File: src/design/trap_unit_regs.svh
// Purpose: Constants for the priority, trap and privilege unit
// Assumes: Included by the package and by the top design module
// Notes: Definitions only
`ifndef TRAP_UNIT_REGS_SVH
`define TRAP_UNIT_REGS_SVH
`define TU_LEVELS 16
`define TU_LEVEL_RESET 4'h0
`define TU_LEVEL_ONE 4'h1
`define TU_LEVEL_TRAP 4'h2
`define TU_LEVEL_LAST 4'hF
`define TU_ST_PRIV_BIT 8
`define TU_ST_OVEN_BIT 5
`define TU_ST_MASK_LSB 0
`define TU_ST_RESET 16'h0100
`define TU_VEC_NMI 16'hFFFC
`define TU_CSW_STEPS 6
`endif

File: src/design/trap_unit_pkg.sv
// Purpose: Types for the priority, trap and privilege unit
// Assumes: trap_unit_regs.svh provides the constants
// Notes: Holds the instruction class, the state enum and the save struct
`include "trap_unit_regs.svh"
package trap_unit_pkg;
    // ==========================================================
    // Instruction classes from the decoder
    typedef enum logic [3:0] {
        OP_OTHER = 4'h0, ext_clock_on_op = 4'h1, ext_clock_off_op = 4'h2,
        OP_IDLE = 4'h3, mask_load_immediate_op = 4'h4,
        load_external_op = 4'h5, external_reset_op = 4'h6,
        serial_io_load_op = 4'h7, io_bit_set_op = 4'h8,
        io_bit_clear_op = 4'h9, map_file_load_op = 4'hA,
        far_destination_op = 4'hB, far_source_op = 4'hC
    } op_class_t;
    // ==========================================================
    // Context switch sequencer states
    typedef enum logic [7:0] {
        S_IDLE = 8'h01, S_SAVE_WP = 8'h02, S_SAVE_PC = 8'h04,
        S_SAVE_ST = 8'h08, S_LOAD_WP = 8'h10, S_LOAD_PC = 8'h20,
        S_DONE = 8'h40
    } csw_state_t;
    // ==========================================================
    // Old state vector handed in by the core
    typedef struct packed {
        logic [15:0] wp;
        logic [15:0] pc;
        logic [15:0] st;
    } ctx_t;
    // Bus step request to the memory side
    typedef struct packed {
        logic write;
        logic [15:0] addr;
        logic [15:0] data;
    } mem_req_t;
endpackage : trap_unit_pkg

File: src/design/priority_trap_and_privilege_unit.sv
// Purpose: Interrupt priority, internal traps and context switch sequencing
// Assumes: Decoder strobes one instruction at a time; memory acks each step
// Notes: Vector table at level*4: new workspace pointer then program counter
`timescale 1ns/1ps
`include "trap_unit_regs.svh"
// Contract
// RL1: Sixteen vectored prioritised interrupt levels
// RL2: Level 0 reset highest, 15 lowest
// RL3: Internal traps posted at level two
// RL4: NMI below reset, above one, unmaskable
// RL5: Switch saves and loads WP, ST, PC
// RL6: Unclaimed undefined opcode raises illegal trap
// RL7: Privileged op in user mode traps
// RL8: Privilege from one status bit only
// RL9: Twelve listed instructions are privileged
// RL10: Arithmetic overflow raises arithmetic fault
// RL11: Status bit enables overflow trap
// RL12: Fault switch right after instruction
// RL13: Accept highest allowed pending request only
// RL14: Violating instruction has no side effect
module priority_trap_and_privilege_unit #(
    parameter int LEVELS = `TU_LEVELS
) (
    input wire logic clock,
    input wire logic rst_n,
    input wire logic [LEVELS-1:1] extRequest,
    input wire logic nmiRequest,
    input wire logic [15:0] status,
    input wire trap_unit_pkg::ctx_t oldCtx,
    input wire logic instrValid,
    input wire trap_unit_pkg::op_class_t opClass,
    input wire logic opUndefined,
    input wire logic opClaimed,
    input wire logic instrDone,
    input wire logic overflow,
    input wire logic memAck,
    output logic execAllow,
    output logic memValid,
    output trap_unit_pkg::mem_req_t memReq,
    output logic switchBusy,
    output logic switchDone,
    output logic [3:0] takenLevel,
    output logic takenNmi,
    output logic [15:0] newWp,
    output logic [15:0] newPc,
    output logic [15:0] newSt
);
    import trap_unit_pkg::*;
    if (LEVELS != 16) begin : g_bad_levels
        $error("unit supports exactly 16 levels");
    end
    // ==========================================================
    // Trap detection
    logic privMode;
    logic isPrivOp;
    logic privTrap;
    logic illegalTrap;
    logic faultTrap;
    logic trapPending;
    logic next_trapPending;
    csw_state_t state;
    logic [3:0] acceptedLevel;
    logic acceptedNmi;
    // RL8 single status bit
    assign privMode = status[`TU_ST_PRIV_BIT];
    // RL9 privileged set
    assign isPrivOp = (opClass != OP_OTHER);
    // RL7 user mode violation
    assign privTrap = instrValid && isPrivOp && !privMode;
    // RL6 unclaimed undefined opcode
    assign illegalTrap = instrValid && opUndefined && !opClaimed;
    // RL10 RL11 overflow gated by enable bit
    assign faultTrap = instrDone && overflow && status[`TU_ST_OVEN_BIT];
    // RL14 block execution on violation
    assign execAllow = instrValid && !privTrap && !illegalTrap;
    always_comb begin
        next_trapPending = trapPending;
        if (state == S_DONE && acceptedLevel == `TU_LEVEL_TRAP
            && !acceptedNmi) begin
            next_trapPending = 1'b0;
        end
        // Set wins over the clear
        if (privTrap || illegalTrap || faultTrap) begin
            next_trapPending = 1'b1;
        end
    end
    // ==========================================================
    // Level selection
    logic [LEVELS-1:0] pending;
    logic pickFound;
    logic [3:0] pickLevel;
    csw_state_t next_state;
    logic [3:0] next_acceptedLevel;
    logic next_acceptedNmi;
    logic [15:0] vecBase;
    // RL3 traps share level two
    always_comb begin
        pending = {extRequest, 1'b0};
        pending[`TU_LEVEL_TRAP] = extRequest[`TU_LEVEL_TRAP] || trapPending;
        // RL2 level 0 only via reset
        pending[`TU_LEVEL_RESET] = 1'b0;
    end
    level_picker #(.LEVELS(LEVELS)) picker (
        .pending(pending),
        .mask(status[`TU_ST_MASK_LSB +: 4]),
        .found(pickFound),
        .level(pickLevel)
    );
    // RL1 own vector per level
    assign vecBase = acceptedNmi ? `TU_VEC_NMI
                   : {10'h000, acceptedLevel, 2'h0};
    // ==========================================================
    // Context switch sequencer
    ctx_t saved;
    ctx_t next_saved;
    logic [15:0] next_newWp;
    logic [15:0] next_newPc;
    logic [15:0] next_newSt;
    logic [15:0] memRdata;
    // Read data comes back on the workspace field of the context input
    assign memRdata = oldCtx.wp;
    always_comb begin
        next_state = state;
        next_acceptedLevel = acceptedLevel;
        next_acceptedNmi = acceptedNmi;
        next_saved = saved;
        next_newWp = newWp;
        next_newPc = newPc;
        next_newSt = newSt;
        case (state)
            S_IDLE: begin
                // RL12 RL13 RL4 start between instructions, NMI first
                if ((nmiRequest || pickFound || faultTrap) && !instrValid) begin
                    next_acceptedNmi = nmiRequest;
                    next_acceptedLevel = nmiRequest ? `TU_LEVEL_ONE
                                       : (pickFound ? pickLevel
                                                    : `TU_LEVEL_TRAP);
                    next_saved = oldCtx;
                    next_state = S_LOAD_WP;
                end
            end
            // RL5 fetch new WP then PC, then store old vector
            S_LOAD_WP: begin
                if (memAck) begin
                    next_newWp = memRdata;
                    next_state = S_LOAD_PC;
                end
            end
            S_LOAD_PC: begin
                if (memAck) begin
                    next_newPc = memRdata;
                    next_state = S_SAVE_WP;
                end
            end
            S_SAVE_WP: begin
                if (memAck) begin
                    next_state = S_SAVE_PC;
                end
            end
            S_SAVE_PC: begin
                if (memAck) begin
                    next_state = S_SAVE_ST;
                end
            end
            S_SAVE_ST: begin
                if (memAck) begin
                    next_newSt = saved.st;
                    next_state = S_DONE;
                end
            end
            S_DONE: begin
                next_state = S_IDLE;
            end
            default: begin
                next_state = S_IDLE;
            end
        endcase
    end
    always_comb begin
        memValid = (state != S_IDLE) && (state != S_DONE);
        memReq = '0;
        case (state)
            S_LOAD_WP: memReq = '{write: 1'b0, addr: vecBase, data: 16'h0};
            S_LOAD_PC: memReq = '{write: 1'b0, addr: vecBase + 16'h0002,
                                  data: 16'h0};
            S_SAVE_WP: memReq = '{write: 1'b1, addr: newWp + 16'h001A,
                                  data: saved.wp};
            S_SAVE_PC: memReq = '{write: 1'b1, addr: newWp + 16'h001C,
                                  data: saved.pc};
            S_SAVE_ST: memReq = '{write: 1'b1, addr: newWp + 16'h001E,
                                  data: saved.st};
            default: memReq = '0;
        endcase
    end
    assign switchBusy = (state != S_IDLE);
    assign switchDone = (state == S_DONE);
    assign takenLevel = acceptedLevel;
    assign takenNmi = acceptedNmi;
    always_ff @(posedge clock) begin
        if (!rst_n) begin
            state <= S_IDLE;
            trapPending <= 1'b0;
            acceptedLevel <= `TU_LEVEL_RESET;
            acceptedNmi <= 1'b0;
            saved <= '0;
            newWp <= 16'h0000;
            newPc <= 16'h0000;
            newSt <= `TU_ST_RESET;
        end else begin
            state <= next_state;
            trapPending <= next_trapPending;
            acceptedLevel <= next_acceptedLevel;
            acceptedNmi <= next_acceptedNmi;
            saved <= next_saved;
            newWp <= next_newWp;
            newPc <= next_newPc;
            newSt <= next_newSt;
        end
    end
    // ==========================================================
    // Checks
    a_priv_block: assert property ( // RL7
        @(posedge clock) disable iff (!rst_n)
        (instrValid && isPrivOp && !status[`TU_ST_PRIV_BIT]) |-> !execAllow)
        else $error("privileged op executed in user mode");
    a_priv_allow: assert property ( // RL8
        @(posedge clock) disable iff (!rst_n)
        (instrValid && !opUndefined && status[`TU_ST_PRIV_BIT]) |-> execAllow)
        else $error("privileged mode op refused");
    a_illegal_post: assert property ( // RL6
        @(posedge clock) disable iff (!rst_n)
        (instrValid && opUndefined && !opClaimed) |=> trapPending)
        else $error("illegal opcode not posted");
    a_fault_post: assert property ( // RL10
        @(posedge clock) disable iff (!rst_n)
        (instrDone && overflow && status[`TU_ST_OVEN_BIT]) |=> trapPending)
        else $error("overflow not posted");
    a_fault_gate: assert property ( // RL11
        @(posedge clock) disable iff (!rst_n)
        (!trapPending && !instrValid && instrDone && overflow
         && !status[`TU_ST_OVEN_BIT]) |=> !trapPending)
        else $error("overflow trapped while disabled");
    a_nmi_first: assert property ( // RL4
        @(posedge clock) disable iff (!rst_n)
        (state == S_IDLE && nmiRequest && !instrValid) |=> takenNmi)
        else $error("nmi not taken first");
    a_switch_order: assert property ( // RL5
        @(posedge clock) disable iff (!rst_n)
        (state == S_LOAD_WP && memAck) |=> state == S_LOAD_PC)
        else $error("context switch out of order");
    a_trap_level: assert property ( // RL12
        @(posedge clock) disable iff (!rst_n)
        (state == S_IDLE && !nmiRequest && !pickFound && faultTrap
         && !instrValid) |=> takenLevel == `TU_LEVEL_TRAP)
        else $error("fault not at trap level");
    a_mask_obey: assert property ( // RL13
        @(posedge clock) disable iff (!rst_n)
        (state == S_IDLE && pickFound && !nmiRequest && !instrValid)
        |=> takenLevel <= $past(status[3:0]))
        else $error("masked level accepted");
    c_nmi: cover property (@(posedge clock) disable iff (!rst_n)
        state == S_DONE && takenNmi);
    c_trap: cover property (@(posedge clock) disable iff (!rst_n)
        state == S_DONE && takenLevel == `TU_LEVEL_TRAP);
    c_priv: cover property (@(posedge clock) disable iff (!rst_n) privTrap);
endmodule : priority_trap_and_privilege_unit

File: src/design/level_picker.sv
// Purpose: Picks the highest allowed pending interrupt level
// Assumes: Level 0 is highest priority, mask gives lowest admitted
// Notes: Pure combinational, reset level always admitted
`timescale 1ns/1ps
module level_picker #(
    parameter int LEVELS = 16
) (
    input wire logic [LEVELS-1:0] pending,
    input wire logic [3:0] mask,
    output logic found,
    output logic [3:0] level
);
    if (LEVELS != 16) begin : g_bad_levels
        $error("level_picker supports exactly 16 levels");
    end
    // ==========================================================
    // Priority scan
    always_comb begin
        found = 1'b0;
        level = 4'h0;
        for (int i = LEVELS - 1; i >= 0; i--) begin
            // RL13 mask admits level
            if (pending[i] && (i == 0 || i[3:0] <= mask)) begin
                found = 1'b1;
                level = i[3:0];
            end
        end
    end
endmodule : level_picker

File: config.mk
export PLATFORM = sky130hd
export DESIGN_NAME = priority_trap_and_privilege_unit
export DESIGN_NICKNAME = d
export VERILOG_FILES = /design/src/design/trap_unit_pkg.sv /design/src/design/priority_trap_and_privilege_unit.sv /design/src/design/level_picker.sv
export VERILOG_INCLUDE_DIRS = /design/src /design/src/design
export SDC_FILE = /design/constraint.sdc
export NUM_CORES = 1
export LEC_CHECK = 0
export ABC_AREA = 1
export CORE_MARGIN = 2
export CORE_UTILIZATION = 30
export CTS_BUF_LIST = sky130_fd_sc_hd__clkbuf_2 sky130_fd_sc_hd__clkbuf_4 sky130_fd_sc_hd__clkbuf_8
export CTS_CLUSTER_SIZE = 10
export DETAILED_ROUTE_END_ITERATION = 8
export DONT_BUFFER_PORTS = 1
export GPL_ROUTABILITY_DRIVEN = 0
export PLACE_DENSITY = 0.42
export SYNTH_ARGS = -nofsm -noshare
export SYNTH_HDL_FRONTEND = slang
export SYNTH_SLANG_ARGS = --single-unit
File: constraint.sdc
create_clock -name clock -period 4.5 [get_ports clock]
set_input_delay 0.225 -clock clock [delete_from_list [all_inputs] [get_ports clock]]
set_output_delay 0.225 -clock clock [all_outputs]
set_load 0.01 [all_outputs]
==> impl_metrics.py, run 1 <==
metrics = {
    "run_status": {
        "status": "finished, final reports clean",
    },
    "route": {
        "dr.pass1.iters": 4,
        "drc_errors": 0,
        "via_per_inst": 5.01,
        "drt_wl_total_mm": 17.6,
        "wl_per_cell_microns": 17.5,
        "num_vias": 5036,
        "ant_nets": 0,
        "initialDrtViolationCount": 279,
    },
    "grt": {
        "grt-ovfl-total": 0,
        "grt_pass1_wl_mm": 26.4,
        "grt_pass1_vias": 4666,
        "grt_usage_pct": 18.6,
        "grt_max_degree": 88,
        "antenna_found_initial": 2,
    },
    "timing": {
        "period_minus_slack_ns": 3.09,
        "hold_viol": 0,
        "finalSetupViolCount": 0,
        "slew_headroom_pct": 28.1,
        "max_freq_mhz": 324,
        "worst_pin_slew_ns": 1.07,
        "rsz0062_at_grt": "no",
        "final.setup_skew_ns": 0.00937,
        "drv_slew": 0,
        "fin_tns_setup_ns": 0,
        "post-route-period-util_pct": 68.7,
    },
    "min_path": {
        "hold_start": "oldCtx[37]",
        "min_path_type": "in -> reg",
        "hold_depth": 2,
        "min_to": "newPc[5]$_SDFFE_PN0P_",
    },
    "finish": {
        "drive_above_1_share_pct": 5.38,
        "area_growth_syn_to_layout_pct": 13.0,
        "fin_nets": 870,
    },
    "die": {
        "die_w_microns": 137,
        "io_pins": 182,
        "start_util_pct": 30.6,
        "dieArea_sq_um": 18700,
        "core_sq_um": 17200,
        "die_h_microns": 137,
        "rows": 48,
    },
    "power_and_ir_drop": {
        "fin_total_pwr_mw": 2.92,
        "clkPwrFrac_pct": 20.5,
        "combPwrFrac_pct": 33.0,
        "p_seq_share_pct": 46.5,
        "power_density_nw_per_um2": 491,
        "switching_share_pct": 42.1,
        "power.leakage_nw": 2.22,
        "p_switching_mw": 1.23,
        "p_int_mw": 1.69,
        "peakVddDrop_mv": 0.184,
    },
    "clocking": {
        "ctsHtreeMaxLevel": 3,
        "clk_pin_slew_ns": 0.11,
        "clk_latency_ns": 0.39,
        "cts_made_buffers": 9,
        "post_cts_resized": 0,
        "cts_tree": "built",
        "clockBufferDepth": 2,
        "clock_sinks": 109,
        "root_buffer": "clkbuf_8",
    },
    "setup_path": {
        "startpoint_type": "flip-flop",
        "arrival_ns": 2.86,
        "regToRegSetupSlack_ns": 1.73,
        "critPathTopFamily": "simple AND/OR/NAND/NOR gates",
        "ff2ff_path_depth": 9,
        "critical_path.most_common_cell": "nor2_1",
        "worst-path-buf-inv": 3,
        "worstPathMaxFanout": 19,
        "reg2reg_from": "state[4]$_SDFFE_PN0P_",
        "crit_type": "reg -> out",
        "reg2reg_to": "saved[13]$_SDFFE_PN0P_",
        "crit_required_ns": 4.28,
        "slowest_delay_ns": 0.70,
        "endpoint_kind": "output port",
        "cpMaxStageDelayCell": "nor2_1",
        "crit_chain": "inv_2 > nand3_1 > nor4_2 > buf_4 > nor2_1 > inv_1 > o21ai_0 > a21oi_1 > nor2_1 > nand2_1",
    },
    "place": {
        "dpl.hpwl_mm": 12.8,
        "port_buffers": 0,
    },
    "job": {
        "maxCapViolCount": 0,
    },
    "logic_synthesis": {
        "synth_area_sq_um": 5280,
        "yosys_warnings": 0,
        "syn_avg_cell_area_sq_um": 6.93,
        "yosysUniqueCellTypes": 38,
        "ys_seq_area_share_pct": 41.4,
        "syn_inst": 761,
        "ys_ff_latch": 109,
        "synth_nets": 856,
    },
}
## worst max-delay path by stage
stage	startpoint	to	slack, ns	depth (start not counted)
after global placement	state[5]$_SDFFE_PN0P_	saved[13]$_SDFFE_PN0P_	1.75	9
after floorplan	state[0]$_SDFFE_PN1P_	memReq[28]	1.88	15
after global routing	state[4]$_SDFFE_PN0P_	memReq[29]	1.13	10
after CTS	state[4]$_SDFFE_PN0P_	memReq[29]	1.39	10
after detailed placement	state[5]$_SDFFE_PN0P_	saved[13]$_SDFFE_PN0P_	1.73	9
final	state[4]$_SDFFE_PN0P_	memReq[29]	1.41	10
## repair_timing
item | 4_1_cts | 5_1_grt
hold buffers | 34 | 0
endpoints found under the hold margin | 88 | 0
setup buffers | 0 | 0
setup endpoints to repair | 0 | 0
## routing by layer
metal  share of wire, %  GRT usage [%]  up-vias
met4                2.4           6.94        2
met1                 45           24.4     2323
li1                   -              -     2539
met3                7.0           5.11       23
met2                 46           28.9      149
met5              0.074              0        -
## worst register-to-register path: stages, from the launching register on
cell     delay, ns
dfxtp_1       0.36
inv_2         0.08
nand3_1       0.15
inv_1         0.11
nand4_1       0.22
inv_1         0.24
nand3_4       0.65
inv_2         0.62
nand2_1       0.13
a21oi_2       0.14
## cells in the mapped netlist
cell type / instances / area, sq um
xor2_1: 6 / 52.6
o21ai_0: 85 / 425
nand2_2: 4 / 25.0
o311ai_0: 1 / 8.76
a31oi_1: 1 / 6.26
nor2_4: 1 / 11.3
or2_1: 1 / 6.26
a21oi_1: 89 / 445
nand3_1: 12 / 60.1
nand3_4: 1 / 17.5
o31ai_1: 1 / 7.51
a221o_1: 1 / 10.0
o22ai_1: 2 / 12.5
clkinv_1: 2 / 7.51
a21oi_2: 6 / 52.6
fa_1: 1 / 20.0
o21ai_1: 3 / 15.0
o211ai_1: 7 / 52.6
nor2_2: 1 / 6.26
buf_8: 2 / 30.0
buf_6: 1 / 11.3
buf_4: 2 / 15.0
buf_2: 10 / 50.1
nor3_1: 6 / 30.0
dfxtp_1: 109 / 2180
clkbuf_1: 19 / 71.3
buf_1: 1 / 3.75
nor4_2: 1 / 12.5
nand4_1: 8 / 50.1
nor4_1: 5 / 31.3
o211ai_2: 1 / 12.5
nor2_1: 91 / 342
o221ai_1: 23 / 201
nand4_2: 1 / 12.5
inv_1: 92 / 345
inv_2: 4 / 15.0
nand2_1: 158 / 593
ha_1: 2 / 25.0
## power groups by stage
stage               Sequential [mW]  Combinational (mW)  Clock, mW
finish                         1.36               0.964      0.599
global route                   1.39                1.10      0.664
CTS                            1.36               0.970      0.627
detailed placement             1.38               0.930          0
global placement               1.38               0.915          0
floorplan                      1.33               0.811          0
## registers in the layout, indices dropped and copies added (netlist names)
signal	flops
newPc	16
newSt	16
newWp	16
saved	48
state	7
takenLevel	4
takenNmi	1
trapPending	1
## area by class of cell
class	instances	area, sq um
well taps	225	282
multi-input cells	519	2550
repair buffers	38	388
clock buffers	9	124
diodes	1	2.50
clock inverters	7	65.1
flip-flops and latches	109	2180
fillers	1895	11300
inverters	98	368
## per-stage QoR
stage,cell area (sq um),instances,hold slack (ns),worst slack (ns),utilization (%)
after floorplan,5280,761,0.368,1.88,-
after global placement,5410,955,0.343,1.75,31.4
after detailed placement,5410,955,0.353,1.73,31.4
after CTS,5960,1005,0.000774,1.39,34.6
after global routing,5960,1006,0.00739,1.13,34.6
final,5960,1006,0.0187,1.41,34.6
## cell families after synthesis
logic type,share of synthesized area [%]
flops,41.4
xor+xnor,0.996
simple gates,22.7
buf+inv,10.4
fa+ha+maj,0.854
compound gates,23.7
## cells in the final DEF, fill, tap and decap left out, drive strengths merged
cell type,count
o311ai,1
inv,100
nand2,162
o21ai,88
ha,2
clkinv,2
dlygate4sd3,33
clkbuf,9
o22ai,2
dfxtp,109
o221ai,23
nor3,6
fa,1
o211ai,8
a21oi,95
clkinvlp,3
diode,1
nand4,9
or2,1
nor4,6
a221o,1
nor2,93
xor2,6
buf,5
nand3,13
o31ai,1
a31oi,1
No activity file was read; power rests on OpenSTA's default activity.
==> run 2: changes to the inputs <==
ABC_AREA = 0   (was 1)
PLACE_DENSITY = 0.43   (was 0.42)
clock period = 2.8 ns   (was 4.5 ns; I/O delays follow)
==> impl_metrics.py, run 2 <==
metrics = {
    "route": {
        "wl_met2_mm": 8.53,
        "wl_per_cell_microns": 18.9,
        "drc_errors": 0,
        "ant_nets": 0,
        "num_vias": 5312,
        "via_per_inst": 5.39,
        "initialDrtViolationCount": 345,
        "top_layer": "met5",
        "drt_wl_total_mm": 18.6,
        "route.layer.met1.wl_mm": 8.43,
        "dr_wl_met3_mm": 1.41,
        "dr.pass1.iters": 8,
    },
    "finish": {
        "area_growth_syn_to_layout_pct": 22.8,
        "largest_reg_flops": 48,
        "fin_cells": 985,
        "fin_nets": 849,
        "layout_common_cells": "193 x nand2_1, 104 x dfxtp_1, 97 x a21oi_1",
        "area.sequential_sq_um": 2190,
        "fin_area_sq_um": 6610,
        "post-route-util_pct": 37.9,
        "regMostFlops": "saved",
        "final_common_cell": "nand2_1",
        "nFillCells": 1828,
        "multi_input_area_sq_um": 2970,
        "drive_above_1_share_pct": 11.9,
    },
    "setup_path": {
        "endpoint_kind": "output port",
        "ff2ff_path_depth": 8,
        "critical_path.most_common_cell": "buf_4",
        "crit_start": "state[2]$_SDFFE_PN0P_",
        "cp-endpoint": "memReq[28]",
        "slowest_delay_ns": 0.36,
        "startpoint_type": "flip-flop",
        "reg2reg_to": "newSt[8]$_SDFFE_PN1P_",
        "reg2reg_from": "state[2]$_SDFFE_PN0P_",
        "arrival_ns": 2.77,
        "cpMaxStageDelayCell": "dfxtp_4",
        "crit_required_ns": 2.66,
        "worstPathMaxFanout": 3,
        "crit_chain": "nor3_4 > nand2_2 > nor3b_4 > buf_4 > ha_4 > a21o_1 > o2111ai_4 > buf_4 > o21ai_0 > a31o_2 > nand2_1",
        "crit_type": "reg -> out",
        "regToRegSetupSlack_ns": 0.53,
    },
    "logic_synthesis": {
        "ys_top_cells_by_area": "dfxtp_1 41%, nand2_1 14%, a21oi_1 9.0%",
        "synth_top_area_share_pct": 40.6,
        "ys_async_sr_fraction_pct": 0,
        "ys_seq_area_share_pct": 40.6,
        "yosysUniqueCellTypes": 68,
        "ys_ff_latch": 109,
        "synth_nets": 797,
        "synthFlopType": "dfxtp_1",
        "synth_area_sq_um": 5380,
        "synth.largest_area_cell": "dfxtp_1",
        "synth_edf_count": 0,
        "syn_inst": 702,
        "netlist_top_cells_count": "195 x nand2_1, 109 x dfxtp_1, 97 x a21oi_1",
        "syn_avg_cell_area_sq_um": 7.66,
        "yosys_warnings": 0,
        "synthMostInstantiatedCell": "nand2_1",
    },
    "die": {
        "rows": 48,
        "core_sq_um": 17400,
        "dieArea_sq_um": 19000,
        "die_h_microns": 138,
        "die_w_microns": 138,
        "start_util_pct": 30.9,
        "io_pins": 182,
    },
    "timing": {
        "rsz0062_at_grt": "yes",
        "worst_pin_slew_ns": 0.751,
        "max_freq_mhz": 343,
        "period_minus_slack_ns": 2.91,
        "post-route-period-util_pct": 104,
        "setup_ws_ns": -0.113,
        "final.setup_skew_ns": 0.0113,
        "hold_viol": 0,
        "finalSetupViolCount": 6,
        "slew_headroom_pct": 49.8,
        "drv_slew": 0,
        "fin_tns_setup_ns": -0.306,
    },
    "place": {
        "port_buffers": 0,
        "dpl.hpwl_mm": 12.7,
        "placed_cell_area_sq_um": 5640,
        "place_inst": 901,
        "place_ws_ns": 0.112,
    },
    "job": {
        "maxCapViolCount": 0,
    },
    "clocking": {
        "clk_latency_ns": 0.39,
        "root_buffer": "clkbuf_8",
        "cts_made_buffers": 9,
        "cts_tree": "built",
        "ctsHtreeMaxLevel": 3,
        "clockBufferDepth": 2,
        "clock_sinks": 109,
        "clk_pin_slew_ns": 0.10,
    },
    "grt": {
        "grt_usage_pct": 18.8,
        "grt_pass1_vias": 4881,
        "grt_max_degree": 105,
        "antenna_found_initial": 2,
        "grt-ovfl-total": 0,
        "grt_pass1_wl_mm": 27.3,
    },
    "power_and_ir_drop": {
        "peakVddDrop_mv": 0.241,
        "power_density_nw_per_um2": 456,
        "power.leakage_nw": 2.55,
    },
    "run_status": {
        "status": "complete, but fails checks",
        "violations": "negative setup slack",
    },
    "min_path": {
        "min_path_type": "in -> reg",
        "hold_start": "nmiRequest",
    },
}
==> run 2: cell count changes in the layout (fill, tap and decap cells not counted), sizes merged, moves of 20 or more <==
cell	before	now
dlygate4sd3	33	55
nor2	93	34
o221ai	23	3
inv	100	26
buf	5	35
nand2	162	196
o21ai	88	36
==> run 2: repair_timing <==
| action | in CTS | in global routing |
|---|---|---|
| hold endpoints to repair | 90 | 0 |
| pin swaps | 12 | 12 |
| endpoints found under the setup margin | 9 | 10 |
| buffers inserted | 10 | 2 |
| gates cloned | 0 | 0 |
| resized for setup | 18 | 17 |
| hold buffers | 55 | 0 |
==> run 2: area by class of cell <==
cell class	instances	area share (%)
inverter	24	1.38
tap	225	4.26
clock inverter	7	1.04
sequential	109	33.2
timing repair buffer	90	13.2
multi-input combinational	520	45.0
antenna	1	0.0379
clock buffer	9	1.88
==> run 2: where the power goes <==
part,internal [mW],switching (mW)
Combinational,0.172,0.221
Sequential,1.61,0.0576
Clock,0.345,0.604
==> run 2: metal layers <==
metal	track usage, %	vias to the layer above
li1	-	2566
met1	25.5	2528
met2	29.6	195
met3	5.23	21
met4	4.76	2
met5	0	-
==> run 2: critical path, delay by kind of cell, from the launching register on <==
family,cells,cell delay (ns)
and+or+nand+nor,4,0.70
buffers and inverters,2,0.34
AOI/OAI and AO/OA,4,0.82
adders and majority gates,1,0.18
DFF,1,0.36
==> run 2: per-stage QoR <==
step                total power, mW  hold WS [ns]
global placement               2.00         0.217
floorplan                      1.93         0.212
global route                   3.15        0.0682
CTS                            3.05        0.0585
finish                         3.01        0.0909
detailed placement             2.00         0.217
==> run 2: worst min-delay path by stage <==
stage	slack [ns]	cells past startpoint	endpoint
2_1_floorplan	0.21	1	newSt[8]$_SDFFE_PN1P_
3_3_place_gp	0.22	1	newSt[8]$_SDFFE_PN1P_
3_5_place_dp	0.22	1	newSt[8]$_SDFFE_PN1P_
4_1_cts	0.06	4	takenLevel[2]$_SDFFE_PN0P_
5_1_grt	0.07	4	takenLevel[2]$_SDFFE_PN0P_
6_report	0.09	4	takenLevel[2]$_SDFFE_PN0P_
==> run 2: cell families (layout without fill, tap and decap cells) <==
kind of cell | Yosys count | count (layout) | synth area share [%]
compound gates | 200 | 200 | 23.4
xor+xnor | 6 | 6 | 0.977
fa+ha+maj | 5 | 5 | 1.21
buf+inv | 73 | 130 | 6.51
flops | 109 | 109 | 40.6
mux | 16 | 16 | 2.98
other cells | 0 | 1 | 0
simple gates | 293 | 293 | 24.3
